<file path="src/hdl/dsc_cfg.svh">
// constants for the dual serial controller pin model
`ifndef DSC_CFG_SVH
`define DSC_CFG_SVH
`define ADDR_W        6
`define DATA_W        8
`define DATA_MSB      7
`define CNT_W         4
`define BIT_LAST      4'h7
`define CNT_ZERO      4'h0
`define VEC_RESET     8'h0F
// synchroniser reset value matches the idle pin levels
`define SYNC_IDLE     12'hF80
// device register indices (6-bit address space)
`define REG_TXDATA    6'h00
`define REG_RXDATA    6'h01
`define REG_CTRL      6'h02
`define REG_STATUS    6'h03
`define REG_VECTOR    6'h04
// ctrl bits
`define CTRL_TX_EN    0
`define CTRL_CTS_EN   1
`define CTRL_LOOPBK   2
`define CTRL_LOOPM    3
`define CTRL_LC_ON    4
`define CTRL_CTS_IE   5
`define CTRL_VEC_MOD  6
`define CTRL_DAISY    7
// status bits
`define ST_RX_FULL    0
`define ST_CTS_CHG    1
`define ST_TX_BUSY    2
`define ST_CTS_LVL    3
// host apb register byte offsets
`define H_CMD         12'h000
`define H_WDATA       12'h004
`define H_RDATA       12'h008
`define H_STATUS      12'h00C
`define H_LINK        12'h010
// host link command bits
`define CMD_GO        0
`define CMD_READ      1
`define CMD_IACK      2
`define CMD_ADDR_LSB  8
`define CMD_ADDR_MSB  13
// last strobe count for host cycles; the strobe is held for 8 pclk cycles
`define STROBE_CYC    4'h6
`define CLKDIV_HALF   4'h3
`endif

</file>
<file path="src/hdl/dsc_pkg.sv">
// types for the dual serial controller pin model
package dsc_pkg;
    typedef enum logic [1:0]
    {
        HS_IDLE  = 2'b00,
        HS_SETUP = 2'b01,
        HS_STRB  = 2'b11,
        HS_DONE  = 2'b10
    } host_st_t;
endpackage : dsc_pkg

</file>
<file path="src/hdl/dsc_if.sv">
// pin carrier between host cpu and serial controller
`timescale 1ns/1ps
interface dsc_if;
    logic [5:0] addr;
    logic       read_not_write;
    logic       chip_select_n;
    logic       interrupt_ack_n;
    logic [7:0] data_host_out;
    logic       data_host_oe;
    logic [7:0] data_dev_out;
    logic       data_dev_oe;
    logic       interrupt_request_n_oe;
    logic       daisy_chain_n;
    logic       serial_in_chan_a;
    logic       serial_out_chan_a;
    logic       chan_clock_pin_one;
    logic       chan_clock_pin_two;
    logic       clear_to_send_n;
    logic       loop_control_n;
    logic       loop_control_oe;

    modport device
    (
        input  addr, read_not_write, chip_select_n, interrupt_ack_n,
               data_host_out, serial_in_chan_a, chan_clock_pin_one,
               clear_to_send_n,
        output data_dev_out, data_dev_oe, interrupt_request_n_oe,
               daisy_chain_n, serial_out_chan_a, chan_clock_pin_two,
               loop_control_n, loop_control_oe
    );
    modport host
    (
        output addr, read_not_write, chip_select_n, interrupt_ack_n,
               data_host_out, data_host_oe,
        input  data_dev_out, data_dev_oe, interrupt_request_n_oe
    );
endinterface : dsc_if

</file>
<file path="src/hdl/sync2.sv">
// two-flop synchroniser for a bundle of pins
`timescale 1ns/1ps
module sync2 #(
    parameter int           W   = 1,
    parameter logic [W-1:0] RST = '0
) (
    input  wire logic         pclk,
    input  wire logic         presetn,
    input  wire logic [W-1:0] d,
    output logic      [W-1:0] q
);
    logic [W-1:0] meta_r;

    always_ff @(posedge pclk or negedge presetn)
    begin
        if (!presetn)
        begin
            meta_r <= RST;
            q      <= RST;
        end
        else
        begin
            meta_r <= d;
            q      <= meta_r;
        end
    end
endmodule : sync2

</file>
<file path="src/hdl/dsc_device.sv">
// serial controller device end: cpu pins and one serial channel
//
// Design decisions made here: register access over the cpu pins and the register addresses.
`timescale 1ns/1ps
`include "dsc_cfg.svh"
module dsc_device
    import dsc_pkg::*;
(
    input  wire logic pclk,
    input  wire logic presetn,
    dsc_if.device     pins,
    output logic      rx_strobe,
    output logic      tx_active
);
    // ------------------------------------------------------------
    // input synchronisers
    // ------------------------------------------------------------
    logic [11:0] raw;
    logic [11:0] syn;
    assign raw = {pins.chip_select_n, pins.read_not_write,
                  pins.interrupt_ack_n, pins.clear_to_send_n,
                  pins.serial_in_chan_a, pins.chan_clock_pin_one,
                  pins.addr};
    sync2 #(.W(12), .RST(`SYNC_IDLE)) u_sync
    (
        .pclk    (pclk),
        .presetn (presetn),
        .d       (raw),
        .q       (syn)
    );
    logic [5:0] addr_s;
    logic cs_n_s, rnw_s, iack_n_s, cts_n_s, rxd_s, clk1_s;
    assign {cs_n_s, rnw_s, iack_n_s, cts_n_s, rxd_s, clk1_s, addr_s} = syn;

    // ------------------------------------------------------------
    // edge detection and registers
    // ------------------------------------------------------------
    logic       clk1_d_r, cts_d_r, cs_d_r;
    logic [7:0] ctrl_r, vector_r, txdata_r, rxdata_r, rxsh_r, txsh_r;
    logic [3:0] rxcnt_r, txcnt_r;
    logic       rx_full_r, cts_chg_r, tx_busy_r, tx_load_r;
    logic       half_r;
    logic       clk1_rise, clk1_fall, cts_edge, wr_stb, rd_stb;
    logic       pending, cts_ok;
    logic [7:0] status_w;

    assign clk1_rise = clk1_s & ~clk1_d_r;
    assign clk1_fall = ~clk1_s & clk1_d_r;
    assign cts_edge  = cts_n_s ^ cts_d_r;
    assign wr_stb    = ~cs_n_s & cs_d_r & ~rnw_s;
    assign rd_stb    = ~cs_n_s & cs_d_r & rnw_s;
    assign pending   = rx_full_r | cts_chg_r;
    assign cts_ok    = ~ctrl_r[`CTRL_CTS_EN] | ctrl_r[`CTRL_LOOPM]
                       | ~cts_n_s;
    assign status_w  = {4'h0, ~cts_n_s, tx_busy_r, cts_chg_r, rx_full_r};

    always_ff @(posedge pclk or negedge presetn)
    begin
        if (!presetn)
        begin
            clk1_d_r <= 1'b0;
            cts_d_r  <= 1'b1;
            cs_d_r   <= 1'b1;
        end
        else
        begin
            clk1_d_r <= clk1_s;
            cts_d_r  <= cts_n_s;
            cs_d_r   <= cs_n_s;
        end
    end

    // host writes to the six-bit register space
    always_ff @(posedge pclk or negedge presetn)
    begin
        if (!presetn)
        begin
            ctrl_r    <= 8'h00;
            vector_r  <= `VEC_RESET;
            txdata_r  <= 8'h00;
            tx_load_r <= 1'b0;
        end
        else
        begin
            tx_load_r <= 1'b0;
            if (wr_stb)
            begin
                unique case (addr_s)
                    `REG_TXDATA:
                    begin
                        txdata_r  <= pins.data_host_out;
                        tx_load_r <= 1'b1;
                    end
                    `REG_CTRL:   ctrl_r   <= pins.data_host_out;
                    `REG_VECTOR: vector_r <= pins.data_host_out;
                    default:     ;
                endcase
            end
        end
    end

    // clear-to-send change flag, set beats read clear
    always_ff @(posedge pclk or negedge presetn)
    begin
        if (!presetn)
            cts_chg_r <= 1'b0;
        else if (cts_edge && ctrl_r[`CTRL_CTS_IE] && !ctrl_r[`CTRL_LOOPM])
            cts_chg_r <= 1'b1;
        else if (rd_stb && addr_s == `REG_STATUS)
            cts_chg_r <= 1'b0;
    end

    // ------------------------------------------------------------
    // receiver: external clock on pin one, rising edge, lsb first
    // ------------------------------------------------------------
    always_ff @(posedge pclk or negedge presetn)
    begin
        if (!presetn)
        begin
            rxsh_r    <= 8'h00;
            rxcnt_r   <= `CNT_ZERO;
            rxdata_r  <= 8'h00;
            rx_full_r <= 1'b0;
            rx_strobe <= 1'b0;
        end
        else
        begin
            rx_strobe <= 1'b0;
            if (clk1_rise)
            begin
                rxsh_r <= {rxd_s, rxsh_r[7:1]};
                rxcnt_r <= rxcnt_r + 4'h1;
                if (rxcnt_r == `BIT_LAST)
                begin
                    rxdata_r  <= {rxd_s, rxsh_r[7:1]};
                    rx_full_r <= 1'b1;
                    rx_strobe <= 1'b1;
                    rxcnt_r   <= `CNT_ZERO;
                end
            end
            else if (rd_stb && addr_s == `REG_RXDATA)
                rx_full_r <= 1'b0;
        end
    end

    // ------------------------------------------------------------
    // transmitter: shifts on falling edge of pin one, lsb first
    // ------------------------------------------------------------
    always_ff @(posedge pclk or negedge presetn)
    begin
        if (!presetn)
        begin
            txsh_r    <= 8'hFF;
            txcnt_r   <= `CNT_ZERO;
            tx_busy_r <= 1'b0;
            pins.serial_out_chan_a <= 1'b1;
        end
        else
        begin
            if (tx_load_r && !tx_busy_r)
            begin
                txsh_r    <= txdata_r;
                tx_busy_r <= 1'b1;
                txcnt_r   <= `CNT_ZERO;
            end
            else if (tx_busy_r && clk1_fall && cts_ok)
            begin
                pins.serial_out_chan_a <= txsh_r[0];
                txsh_r  <= {1'b1, txsh_r[7:1]};
                txcnt_r <= txcnt_r + 4'h1;
                if (txcnt_r == `BIT_LAST)
                    tx_busy_r <= 1'b0;
            end
            else if (!tx_busy_r && clk1_fall)
                pins.serial_out_chan_a <= 1'b1;
            if (!ctrl_r[`CTRL_TX_EN] || ctrl_r[`CTRL_LOOPBK])
                pins.serial_out_chan_a <= 1'b1;
        end
    end
    assign tx_active = tx_busy_r;

    // ------------------------------------------------------------
    // bus drive, vector, daisy chain, clocks, loop control
    // ------------------------------------------------------------
    always_ff @(posedge pclk or negedge presetn)
    begin
        if (!presetn)
        begin
            pins.data_dev_out <= 8'h00;
            pins.data_dev_oe  <= 1'b0;
            pins.interrupt_request_n_oe <= 1'b0;
            pins.daisy_chain_n <= 1'b1;
        end
        else
        begin
            pins.interrupt_request_n_oe <= pending;
            pins.daisy_chain_n <= ~(ctrl_r[`CTRL_DAISY] & ~iack_n_s
                                    & ~pending);
            pins.data_dev_oe  <= 1'b0;
            pins.data_dev_out <= 8'h00;
            if (!iack_n_s && pending)
            begin
                pins.data_dev_oe <= 1'b1;
                pins.data_dev_out <= ctrl_r[`CTRL_VEC_MOD]
                    ? {vector_r[7:2], rx_full_r, cts_chg_r}
                    : vector_r;
            end
            else if (!cs_n_s && rnw_s)
            begin
                // latched at select so clear-on-read cannot alter it
                pins.data_dev_oe  <= 1'b1;
                pins.data_dev_out <= pins.data_dev_out;
                if (rd_stb)
                begin
                    unique case (addr_s)
                        `REG_RXDATA: pins.data_dev_out <= rxdata_r;
                        `REG_CTRL:   pins.data_dev_out <= ctrl_r;
                        `REG_STATUS: pins.data_dev_out <= status_w;
                        `REG_VECTOR: pins.data_dev_out <= vector_r;
                        default:     pins.data_dev_out <= 8'h00;
                    endcase
                end
            end
        end
    end

    always_ff @(posedge pclk or negedge presetn)
    begin
        if (!presetn)
        begin
            half_r <= 1'b0;
            pins.loop_control_n  <= 1'b1;
            pins.loop_control_oe <= 1'b0;
        end
        else
        begin
            half_r <= ~half_r;
            pins.loop_control_oe <= ctrl_r[`CTRL_LOOPM];
            pins.loop_control_n  <= ~(ctrl_r[`CTRL_LOOPM]
                                      & ctrl_r[`CTRL_LC_ON]);
        end
    end
    assign pins.chan_clock_pin_two = half_r;
endmodule : dsc_device

</file>
<file path="src/flat_wrapper.sv">
// flat-port wrapper written by rule: the top's interface ports become plain ports
module dsc_device_flat import dsc_pkg::*;
  (pclk, presetn, rx_strobe, tx_active, pins_addr, pins_read_not_write, pins_chip_select_n, pins_interrupt_ack_n, pins_data_host_out, pins_serial_in_chan_a, pins_chan_clock_pin_one, pins_clear_to_send_n, pins_data_dev_out, pins_data_dev_oe, pins_interrupt_request_n_oe, pins_daisy_chain_n, pins_serial_out_chan_a, pins_chan_clock_pin_two, pins_loop_control_n, pins_loop_control_oe);
  dsc_if pins_i ();
  input  wire logic pclk;
  input  wire logic presetn;
  output logic rx_strobe;
  output logic tx_active;
  input wire logic [$bits(pins_i.addr)-1:0] pins_addr;
  input wire logic [$bits(pins_i.read_not_write)-1:0] pins_read_not_write;
  input wire logic [$bits(pins_i.chip_select_n)-1:0] pins_chip_select_n;
  input wire logic [$bits(pins_i.interrupt_ack_n)-1:0] pins_interrupt_ack_n;
  input wire logic [$bits(pins_i.data_host_out)-1:0] pins_data_host_out;
  input wire logic [$bits(pins_i.serial_in_chan_a)-1:0] pins_serial_in_chan_a;
  input wire logic [$bits(pins_i.chan_clock_pin_one)-1:0] pins_chan_clock_pin_one;
  input wire logic [$bits(pins_i.clear_to_send_n)-1:0] pins_clear_to_send_n;
  output wire logic [$bits(pins_i.data_dev_out)-1:0] pins_data_dev_out;
  output wire logic [$bits(pins_i.data_dev_oe)-1:0] pins_data_dev_oe;
  output wire logic [$bits(pins_i.interrupt_request_n_oe)-1:0] pins_interrupt_request_n_oe;
  output wire logic [$bits(pins_i.daisy_chain_n)-1:0] pins_daisy_chain_n;
  output wire logic [$bits(pins_i.serial_out_chan_a)-1:0] pins_serial_out_chan_a;
  output wire logic [$bits(pins_i.chan_clock_pin_two)-1:0] pins_chan_clock_pin_two;
  output wire logic [$bits(pins_i.loop_control_n)-1:0] pins_loop_control_n;
  output wire logic [$bits(pins_i.loop_control_oe)-1:0] pins_loop_control_oe;
  assign pins_i.addr = pins_addr;
  assign pins_i.read_not_write = pins_read_not_write;
  assign pins_i.chip_select_n = pins_chip_select_n;
  assign pins_i.interrupt_ack_n = pins_interrupt_ack_n;
  assign pins_i.data_host_out = pins_data_host_out;
  assign pins_i.serial_in_chan_a = pins_serial_in_chan_a;
  assign pins_i.chan_clock_pin_one = pins_chan_clock_pin_one;
  assign pins_i.clear_to_send_n = pins_clear_to_send_n;
  assign pins_data_dev_out = pins_i.data_dev_out;
  assign pins_data_dev_oe = pins_i.data_dev_oe;
  assign pins_interrupt_request_n_oe = pins_i.interrupt_request_n_oe;
  assign pins_daisy_chain_n = pins_i.daisy_chain_n;
  assign pins_serial_out_chan_a = pins_i.serial_out_chan_a;
  assign pins_chan_clock_pin_two = pins_i.chan_clock_pin_two;
  assign pins_loop_control_n = pins_i.loop_control_n;
  assign pins_loop_control_oe = pins_i.loop_control_oe;
  dsc_device u_core (.pclk(pclk), .presetn(presetn), .pins(pins_i), .rx_strobe(rx_strobe), .tx_active(tx_active));
endmodule
</file>
<file path="config.mk">
export PLATFORM = sky130hd
export DESIGN_NAME = dsc_device_flat
export DESIGN_NICKNAME = d
export VERILOG_FILES = /design/src/hdl/dsc_pkg.sv /design/src/hdl/dsc_if.sv /design/src/hdl/sync2.sv /design/src/hdl/dsc_device.sv /design/src/flat_wrapper.sv
export VERILOG_INCLUDE_DIRS = /design/src /design/src/hdl
export SDC_FILE = /design/constraint.sdc
export NUM_CORES = 1
export LEC_CHECK = 0
export ABC_AREA = 1
export BUFFER_PORTS_ARGS = -buffer_cell sky130_fd_sc_hd__buf_2
export CAP_MARGIN = 5
export CORE_MARGIN = 4
export CORE_UTILIZATION = 60
export CTS_CLUSTER_SIZE = 8
export DETAILED_ROUTE_END_ITERATION = 10
export PLACE_DENSITY_LB_ADDON = 0.05
export SYNTH_ARGS = -nofsm -noshare
export SYNTH_HDL_FRONTEND = slang
export SYNTH_HIERARCHICAL = 1
export SYNTH_SLANG_ARGS = --single-unit
</file>
<file path="constraint.sdc">
create_clock -name pclk -period 4.15 [get_ports pclk]
set_input_delay 0.6225 -clock pclk [delete_from_list [all_inputs] [get_ports pclk]]
set_output_delay 0.6225 -clock pclk [all_outputs]
set_load 0.1 [all_outputs]
</file>
==> metrics, run 1 <==
setup slack, reg-to-reg=2.07 ns; Total Routing Usage GR=20.0%; Max transition margin=30.4%; WP buf/inv=2; placeable core region=6830 um^2; critical path endpoint category=register; peak supply drop=0.355 mV; full die area=8470 um^2; unrepaired setup endpoints after global routing=false; worst slew pin tran=1.04 ns; depth of the worst register-to-register path=6; worst reg2reg startpoint=u_core/clk1_d_r$_DFF_PN0_; CP Class=reg2reg; DR pass1 iterations=5; Netlist cell types=31; register area=2590 um^2; Fillers=574; Worst Clk Skew=0.0106 ns; first-pass GRT wire length=13200 um; Hold Worst Slack=0.346 ns; status=complete, no violations; drt wl/cell=13.5 um; Yosys reg bits=102; max-cap viol count=0; Die W=92.0 um; CTS resizes=0; drt initial violations=191; Total Wirelength=7700 um; Skew-Pair Late Insertion Delay=0.37 ns; Syn Std Cell Area=4240 um^2; Multi-input gate area=1370 um^2; starting density of the core=62.0%; r2r endpoint=u_core/rxdata_r[2]$_DFFE_PN0P_; fin crit period=2.08 ns; Synthesized Nets=452; GP Congestion=0.916; total number of vias=2886; io pins=39; WP data required=4.39 ns; Remaining DRCs=0; Pwr per Cell Area=514 nW/um^2; Leakage=2.31 nW; Critical Path Fanout Max=20; crit path cell chain=nor2_1 -> inv_1 -> nor2_2 -> inv_1 -> nand2_1 -> o21ai_0; CTS Buffer Depth=2; crit-path leading delay family=simple AND/OR/NAND/NOR gates; root buffer cell=clkbuf_8; via/cell ratio=5.06; dpl ws=2.09 ns; Synth-to-Final Area Change=10.2%; yosys warns=6; Worst-path clk slew=0.10 ns; critical path's most frequent cell=inv_1; vias in the first global route=2701; CP max-delay cell=nor2_1; Switching Fraction=36.2%; Comb power frac=23.8%; Psw=0.868 mW; largest net degree at the start of global routing=74; fraction of layout cells with a size suffix above 1=25.1%; net count reported at finish=493; global route overflow=0; syn avg cell area=9.90 um^2; Post-Route Setup TNS=0 ns; Post-DP Area=4490 um^2; Worst Path Arrival=2.33 ns; Tot Pwr=2.40 mW; number of port buffers=38; Hold Crit Class=in2async; H-tree Lvls=3; Sink Count=102; TritonCTS clock tree=done; final hold viol count=0; final period utilization=50.2%; number of diodes=0; clock share of power=23.7%; Post-CTS Setup Inserts=0; Final WS setup=2.07 ns; cts bufs inserted=9; CP Launch Type=register; initial antenna violation count=0; Flop pwr share=52.5%; post-route ant nets=0; P_int=1.53 mW; Max Fclk=480 MHz; max-slew violation count=0; final setup fails=0; final instance area=4670 um^2; Die Y=92.0 um; Seq/Total Area, Yosys=61.1%; hpwl dp=5650 um; Rows=30; Hold Buf Count CTS=0; Post-Synthesis Cells=428; slowest stage delay, CP=0.79 ns
[per-stage QoR]
| step | utilization, % | std cells |
|---|---|---|
| 2_1_floorplan | - | 428 |
| 5_1_grt | 68.3 | 570 |
| 3_3_place_gp | 65.7 | 554 |
| 6_report | 68.3 | 570 |
| 4_1_cts | 68.3 | 570 |
| 3_5_place_dp | 65.7 | 554 |
[placed cells by master, fill, tap and decap left out]
| cell | instances |
|---|---|
| nand2_1 | 98 |
| dfrtp_1 | 75 |
| inv_1 | 51 |
| buf_2 | 37 |
| nor2_1 | 36 |
| o21ai_0 | 31 |
| nand3_1 | 29 |
| dfstp_2 | 27 |
| o21ai_2 | 16 |
| clkbuf_8 | 10 |
| a21oi_1 | 9 |
| nand4_1 | 8 |
| nor2_4 | 5 |
| o211ai_1 | 5 |
| nor3_1 | 5 |
| clkinv_2 | 4 |
| inv_2 | 3 |
| nor2_2 | 3 |
| buf_4 | 2 |
| nor3_4 | 2 |
| nand2_2 | 2 |
| o22ai_1 | 2 |
| xor2_1 | 2 |
| ha_1 | 2 |
| clkinv_4 | 1 |
| inv_8 | 1 |
| inv_6 | 1 |
| nand2_4 | 1 |
| o221ai_1 | 1 |
| nand4_4 | 1 |
| nor3b_2 | 1 |
| nand3_4 | 1 |
| a21oi_4 | 1 |
| a22o_1 | 1 |
[cell usage after synthesis]
library cell	number	area, um^2
o221ai_1	1	8.76
nor3_1	5	25.0
a21oi_1	9	45.0
a21oi_4	1	16.3
o211ai_1	5	37.5
buf_6	4	45.0
nand2_2	2	12.5
nand2_4	1	11.3
dfstp_2	27	709
clkbuf_1	1	3.75
nand4_4	1	21.3
nor2_1	36	135
o21ai_0	31	155
dfrtp_1	75	1880
nor2_2	3	18.8
nand2_1	98	368
o22ai_1	2	12.5
nand3_1	29	145
clkinv_2	1	5.00
buf_2	4	20.0
ha_1	2	25.0
nor3_4	2	32.5
nand4_1	8	50.1
inv_1	51	191
inv_2	3	11.3
xor2_1	2	17.5
nand3_4	1	17.5
a22o_1	1	8.76
nor2_4	5	56.3
nor3b_2	1	12.5
o21ai_2	16	140
[state kept, by name, indices dropped and copies added (netlist names), 4 cells and up]
signal,count
u_core/u_sync/meta_r,12
u_core/u_sync/q,12
u_core/ctrl_r,8
u_core/pins.data_dev_out,8
u_core/rxdata_r,8
u_core/txdata_r,8
u_core/txsh_r,8
u_core/vector_r,8
u_core/rxsh_r,7
u_core/rxcnt_r,4
u_core/txcnt_r,4
[power by group through the flow]
stage / clock, mW / sequential [mW] / combinational (mW)
global route: 0.636 / 1.28 / 0.622
detailed placement: 0 / 1.28 / 0.573
CTS: 0.592 / 1.26 / 0.575
global placement: 0 / 1.28 / 0.566
floorplan: 0 / 1.52 / 0.204
finish: 0.569 / 1.26 / 0.571
[how the worst max path moves through the flow]
stage	from	to	cells past startpoint
2_1_floorplan	u_core/tx_active$_DFFE_PN0P_	u_core/txcnt_r[2]$_DFFE_PN0P_	7
3_3_place_gp	u_core/clk1_d_r$_DFF_PN0_	u_core/rxcnt_r[3]$_DFFE_PN0P_	6
3_5_place_dp	u_core/clk1_d_r$_DFF_PN0_	u_core/rxdata_r[2]$_DFFE_PN0P_	6
4_1_cts	u_core/clk1_d_r$_DFF_PN0_	u_core/rxdata_r[2]$_DFFE_PN0P_	6
5_1_grt	u_core/u_sync/q[6]$_DFF_PN0_	u_core/rxcnt_r[3]$_DFFE_PN0P_	7
6_report	u_core/clk1_d_r$_DFF_PN0_	u_core/rxdata_r[2]$_DFFE_PN0P_	6
[worst register-to-register path: stages, from the launching register on]
cell,delay (ns)
dfrtp_1,0.38
nor2_1,0.79
inv_1,0.20
nor2_2,0.21
inv_1,0.20
nand2_1,0.10
o21ai_0,0.08
[metal layers]
metal  track usage, %  vias up  wire [um]
met3             4.35       13        352
met4             6.81        0        125
met1             29.8     1361       3820
met5                0        -          0
met2             29.3       62       3410
li1                 -     1450          -
[cell type report]
type	instances	area share [%]
Clock buffer	10	2.95
Clock inverter	6	0.938
Inverter	55	4.45
Multi-Input combinational cell	262	29.4
Sequential cell	102	55.4
Tap cell	96	2.57
Timing Repair Buffer	39	4.29
[cell families after synthesis]
group,count (synthesis),synth area share (%)
simple gates,192,21.4
flops,102,61.1
compound gates,66,10.0
buf+inv,64,6.53
xor+xnor,2,0.414
fa+ha+maj,2,0.591
Note: power is estimated with default switching activity, not from simulation.
==> run 2, diff against run 1 <==
Settings changed: ABC_AREA 1 to 0, CORE_UTILIZATION 60 to 52.
Clock period 4.15 ns to 1.9 ns, I/O delays scaled along.
==> run 2 against run 1 <==
  * Power rose by 95%
  * Worst setup slack worse by 1.8 ns
  * Via count shrank 10%
  * Largest power group unchanged
  * Routed wire length about the same
  * Non-clock buffer count grew 17
  * Fmax is 25% higher
  * Sequential power increased by 110%
  * Area after synthesis is 4.5% lower
==> metrics, run 2 <==
most numerous cell in the Yosys netlist=dfrtp_1; Final WS setup=0.232 ns; Post-Route Setup TNS=0 ns; worst slew pin tran=0.569 ns; Hold Buf Count CTS=5; largest net degree at the start of global routing=40; most frequent cells in the layout=75 x dfrtp_1, 50 x nand2_1, 37 x buf_2; Syn Std Cell Area=4040 um^2; worst reg2reg startpoint=u_core/u_sync/q[1]$_DFF_PN0_; Yosys reg bits=102; CP max-delay cell=dfrtp_1; worst hold path endpoint=u_core/u_sync/meta_r[2]$_DFF_PN0_; setup slack, reg-to-reg=0.23 ns; Post-Synthesis Cells=318; depth of the worst register-to-register path=4; Synth-to-Final Area Change=14.9%; peak supply drop=0.645 mV; crit path cell chain=nor2_2 -> and3_1 -> nand3_2 -> mux2_2; Tot Pwr=4.69 mW; Multi-input gate area=1360 um^2; register area=2590 um^2; Synthesized Nets=342; Total Routing Usage GR=18.5%; uppermost layer routed=met4; TritonCTS clock tree=done; fin util=62.7%; Post-DP Area=4410 um^2; DR pass1 iterations=6; unrepaired setup endpoints after global routing=false; global route overflow=0; root buffer cell=clkbuf_8; WP data required=2.15 ns; final period utilization=87.8%; Critical Path Fanout Max=8; syn avg cell area=12.7 um^2; Skew-Pair Late Insertion Delay=0.36 ns; status=complete, no violations; WL met3=405 um; Leakage=2.07 nW; Hold Worst Slack=0.0203 ns; Seq/Total Area, Yosys=64.0%; drt wl/cell=16.1 um; total number of vias=2589; hpwl dp=5600 um; DRT met1 WL=3610 um; Met2 Routed Length=3570 um; Pwr per Cell Area=1010 nW/um^2; starting density of the core=54.6%; r2r endpoint=u_core/vector_r[5]$_DFFE_PN0P_; CTS resizes=0; dpl ws=0.253 ns; Die Y=96.2 um; Async S/R FF share, synth=100%; Die W=96.2 um; initial antenna violation count=0; slowest stage delay, CP=0.48 ns; critical path endpoint category=register; most common cell after layout, fill and taps aside=dfrtp_1; CP Class=reg2reg; crit-path leading delay family=simple AND/OR/NAND/NOR gates; post-route ant nets=0; registers with the most flip-flops=u_core/u_sync/meta_r x12, u_core/u_sync/q x12; final instance area=4650 um^2; first-pass GRT wire length=12800 um; fin crit period=1.67 ns; Post-synth top cells=75 x dfrtp_1, 50 x nand2_1, 35 x mux2_2; number of port buffers=38; Max Fclk=600 MHz; Synth top area share=46.4%; drt initial violations=118; Hold Crit Class=in2reg; Sink Count=102; max-slew violation count=0; full die area=9250 um^2; HP Start=pins_addr[2]; Top FF cell, synth=dfrtp_1; Post-CTS Setup Inserts=0; max-cap viol count=0; io pins=39; GP Congestion=0.817; Total Wirelength=7700 um; H-tree Lvls=3; largest area contributor in the netlist=dfrtp_1; net count reported at finish=398; vias in the first global route=2527; number of diodes=0; Remaining DRCs=0; Worst Path Arrival=1.91 ns; cts bufs inserted=9; final setup fails=0; Min-Delay Path Depth=1; Worst Clk Skew=0.0101 ns; WP buf/inv=0; final hold viol count=0; Netlist cell types=47; fraction of layout cells with a size suffix above 1=36.1%; Fillers=596; EDFF count, synth=0; Placed Cells incl. Taps=456; CP Launch Type=register; yosys warns=6; Worst-path clk slew=0.10 ns; CTS Buffer Depth=2; Layout Cells excl Fill=478; top cells by area, synth=dfrtp_1 46%, dfstp_2 18%, mux2_2 9.7%, nand2_1 4.6%, o221ai_1 1.3%; Max transition margin=62.0%; placeable core region=7410 um^2; via/cell ratio=5.42; Rows=31
-- run 2: metal layers --
metal  vias to the layer above  track usage [%]
li1                       1232                -
met1                      1275             27.4
met2                        71             27.2
met3                        11             4.14
met4                         0             5.45
met5                         -                0
-- run 2: worst register-to-register path, stage by stage (launching register included) --
cell and delay (ns):
dfrtp_1 0.48, nor2_2 0.24, and3_1 0.26, nand3_2 0.23, mux2_2 0.35
-- run 2: how the worst max path moves through the flow --
| stage | end | slack (ns) | depth (start not counted) | startpoint |
|---|---|---|---|---|
| floorplan | u_core/txsh_r[5]$_DFFE_PN1P_ | 0.12 | 4 | u_core/tx_active$_DFFE_PN0P_ |
| global placement | u_core/vector_r[5]$_DFFE_PN0P_ | 0.27 | 4 | u_core/u_sync/q[1]$_DFF_PN0_ |
| detailed placement | u_core/vector_r[5]$_DFFE_PN0P_ | 0.25 | 4 | u_core/u_sync/q[1]$_DFF_PN0_ |
| CTS | u_core/vector_r[5]$_DFFE_PN0P_ | 0.23 | 4 | u_core/u_sync/q[1]$_DFF_PN0_ |
| global route | u_core/pins.data_dev_out[7]$_DFFE_PN0P_ | 0.11 | 4 | u_core/u_sync/q[10]$_DFF_PN1_ |
| finish | u_core/vector_r[5]$_DFFE_PN0P_ | 0.23 | 4 | u_core/u_sync/q[1]$_DFF_PN0_ |
-- run 2: cell type report --
class / count / share of cell area [%]
Multi-Input combinational cell: 194 / 29.3
Clock buffer: 9 / 2.67
Timing Repair Buffer: 56 / 7.65
Sequential cell: 102 / 55.7
Clock inverter: 7 / 1.21
Inverter: 11 / 0.889
Tap cell: 99 / 2.67
-- run 2: kinds of logic (layout without fill, tap and decap cells) --
| family | Yosys count | in the layout | synth area share, % |
|---|---|---|---|
| muxes | 39 | 39 | 10.7 |
| AOI/OAI and AO/OA | 37 | 37 | 6.75 |
| adders and majority gates | 2 | 2 | 0.619 |
| and+or+nand+nor | 111 | 111 | 14.5 |
| xor gates and xnor gates | 5 | 5 | 1.08 |
| DFF | 102 | 102 | 64.0 |
| buffers and inverters | 22 | 83 | 2.38 |
-- run 2: where the power goes --
group / internal [mW] / switching, mW
clock network: 0.493 / 0.760
registers: 2.49 / 0.209
logic: 0.291 / 0.443
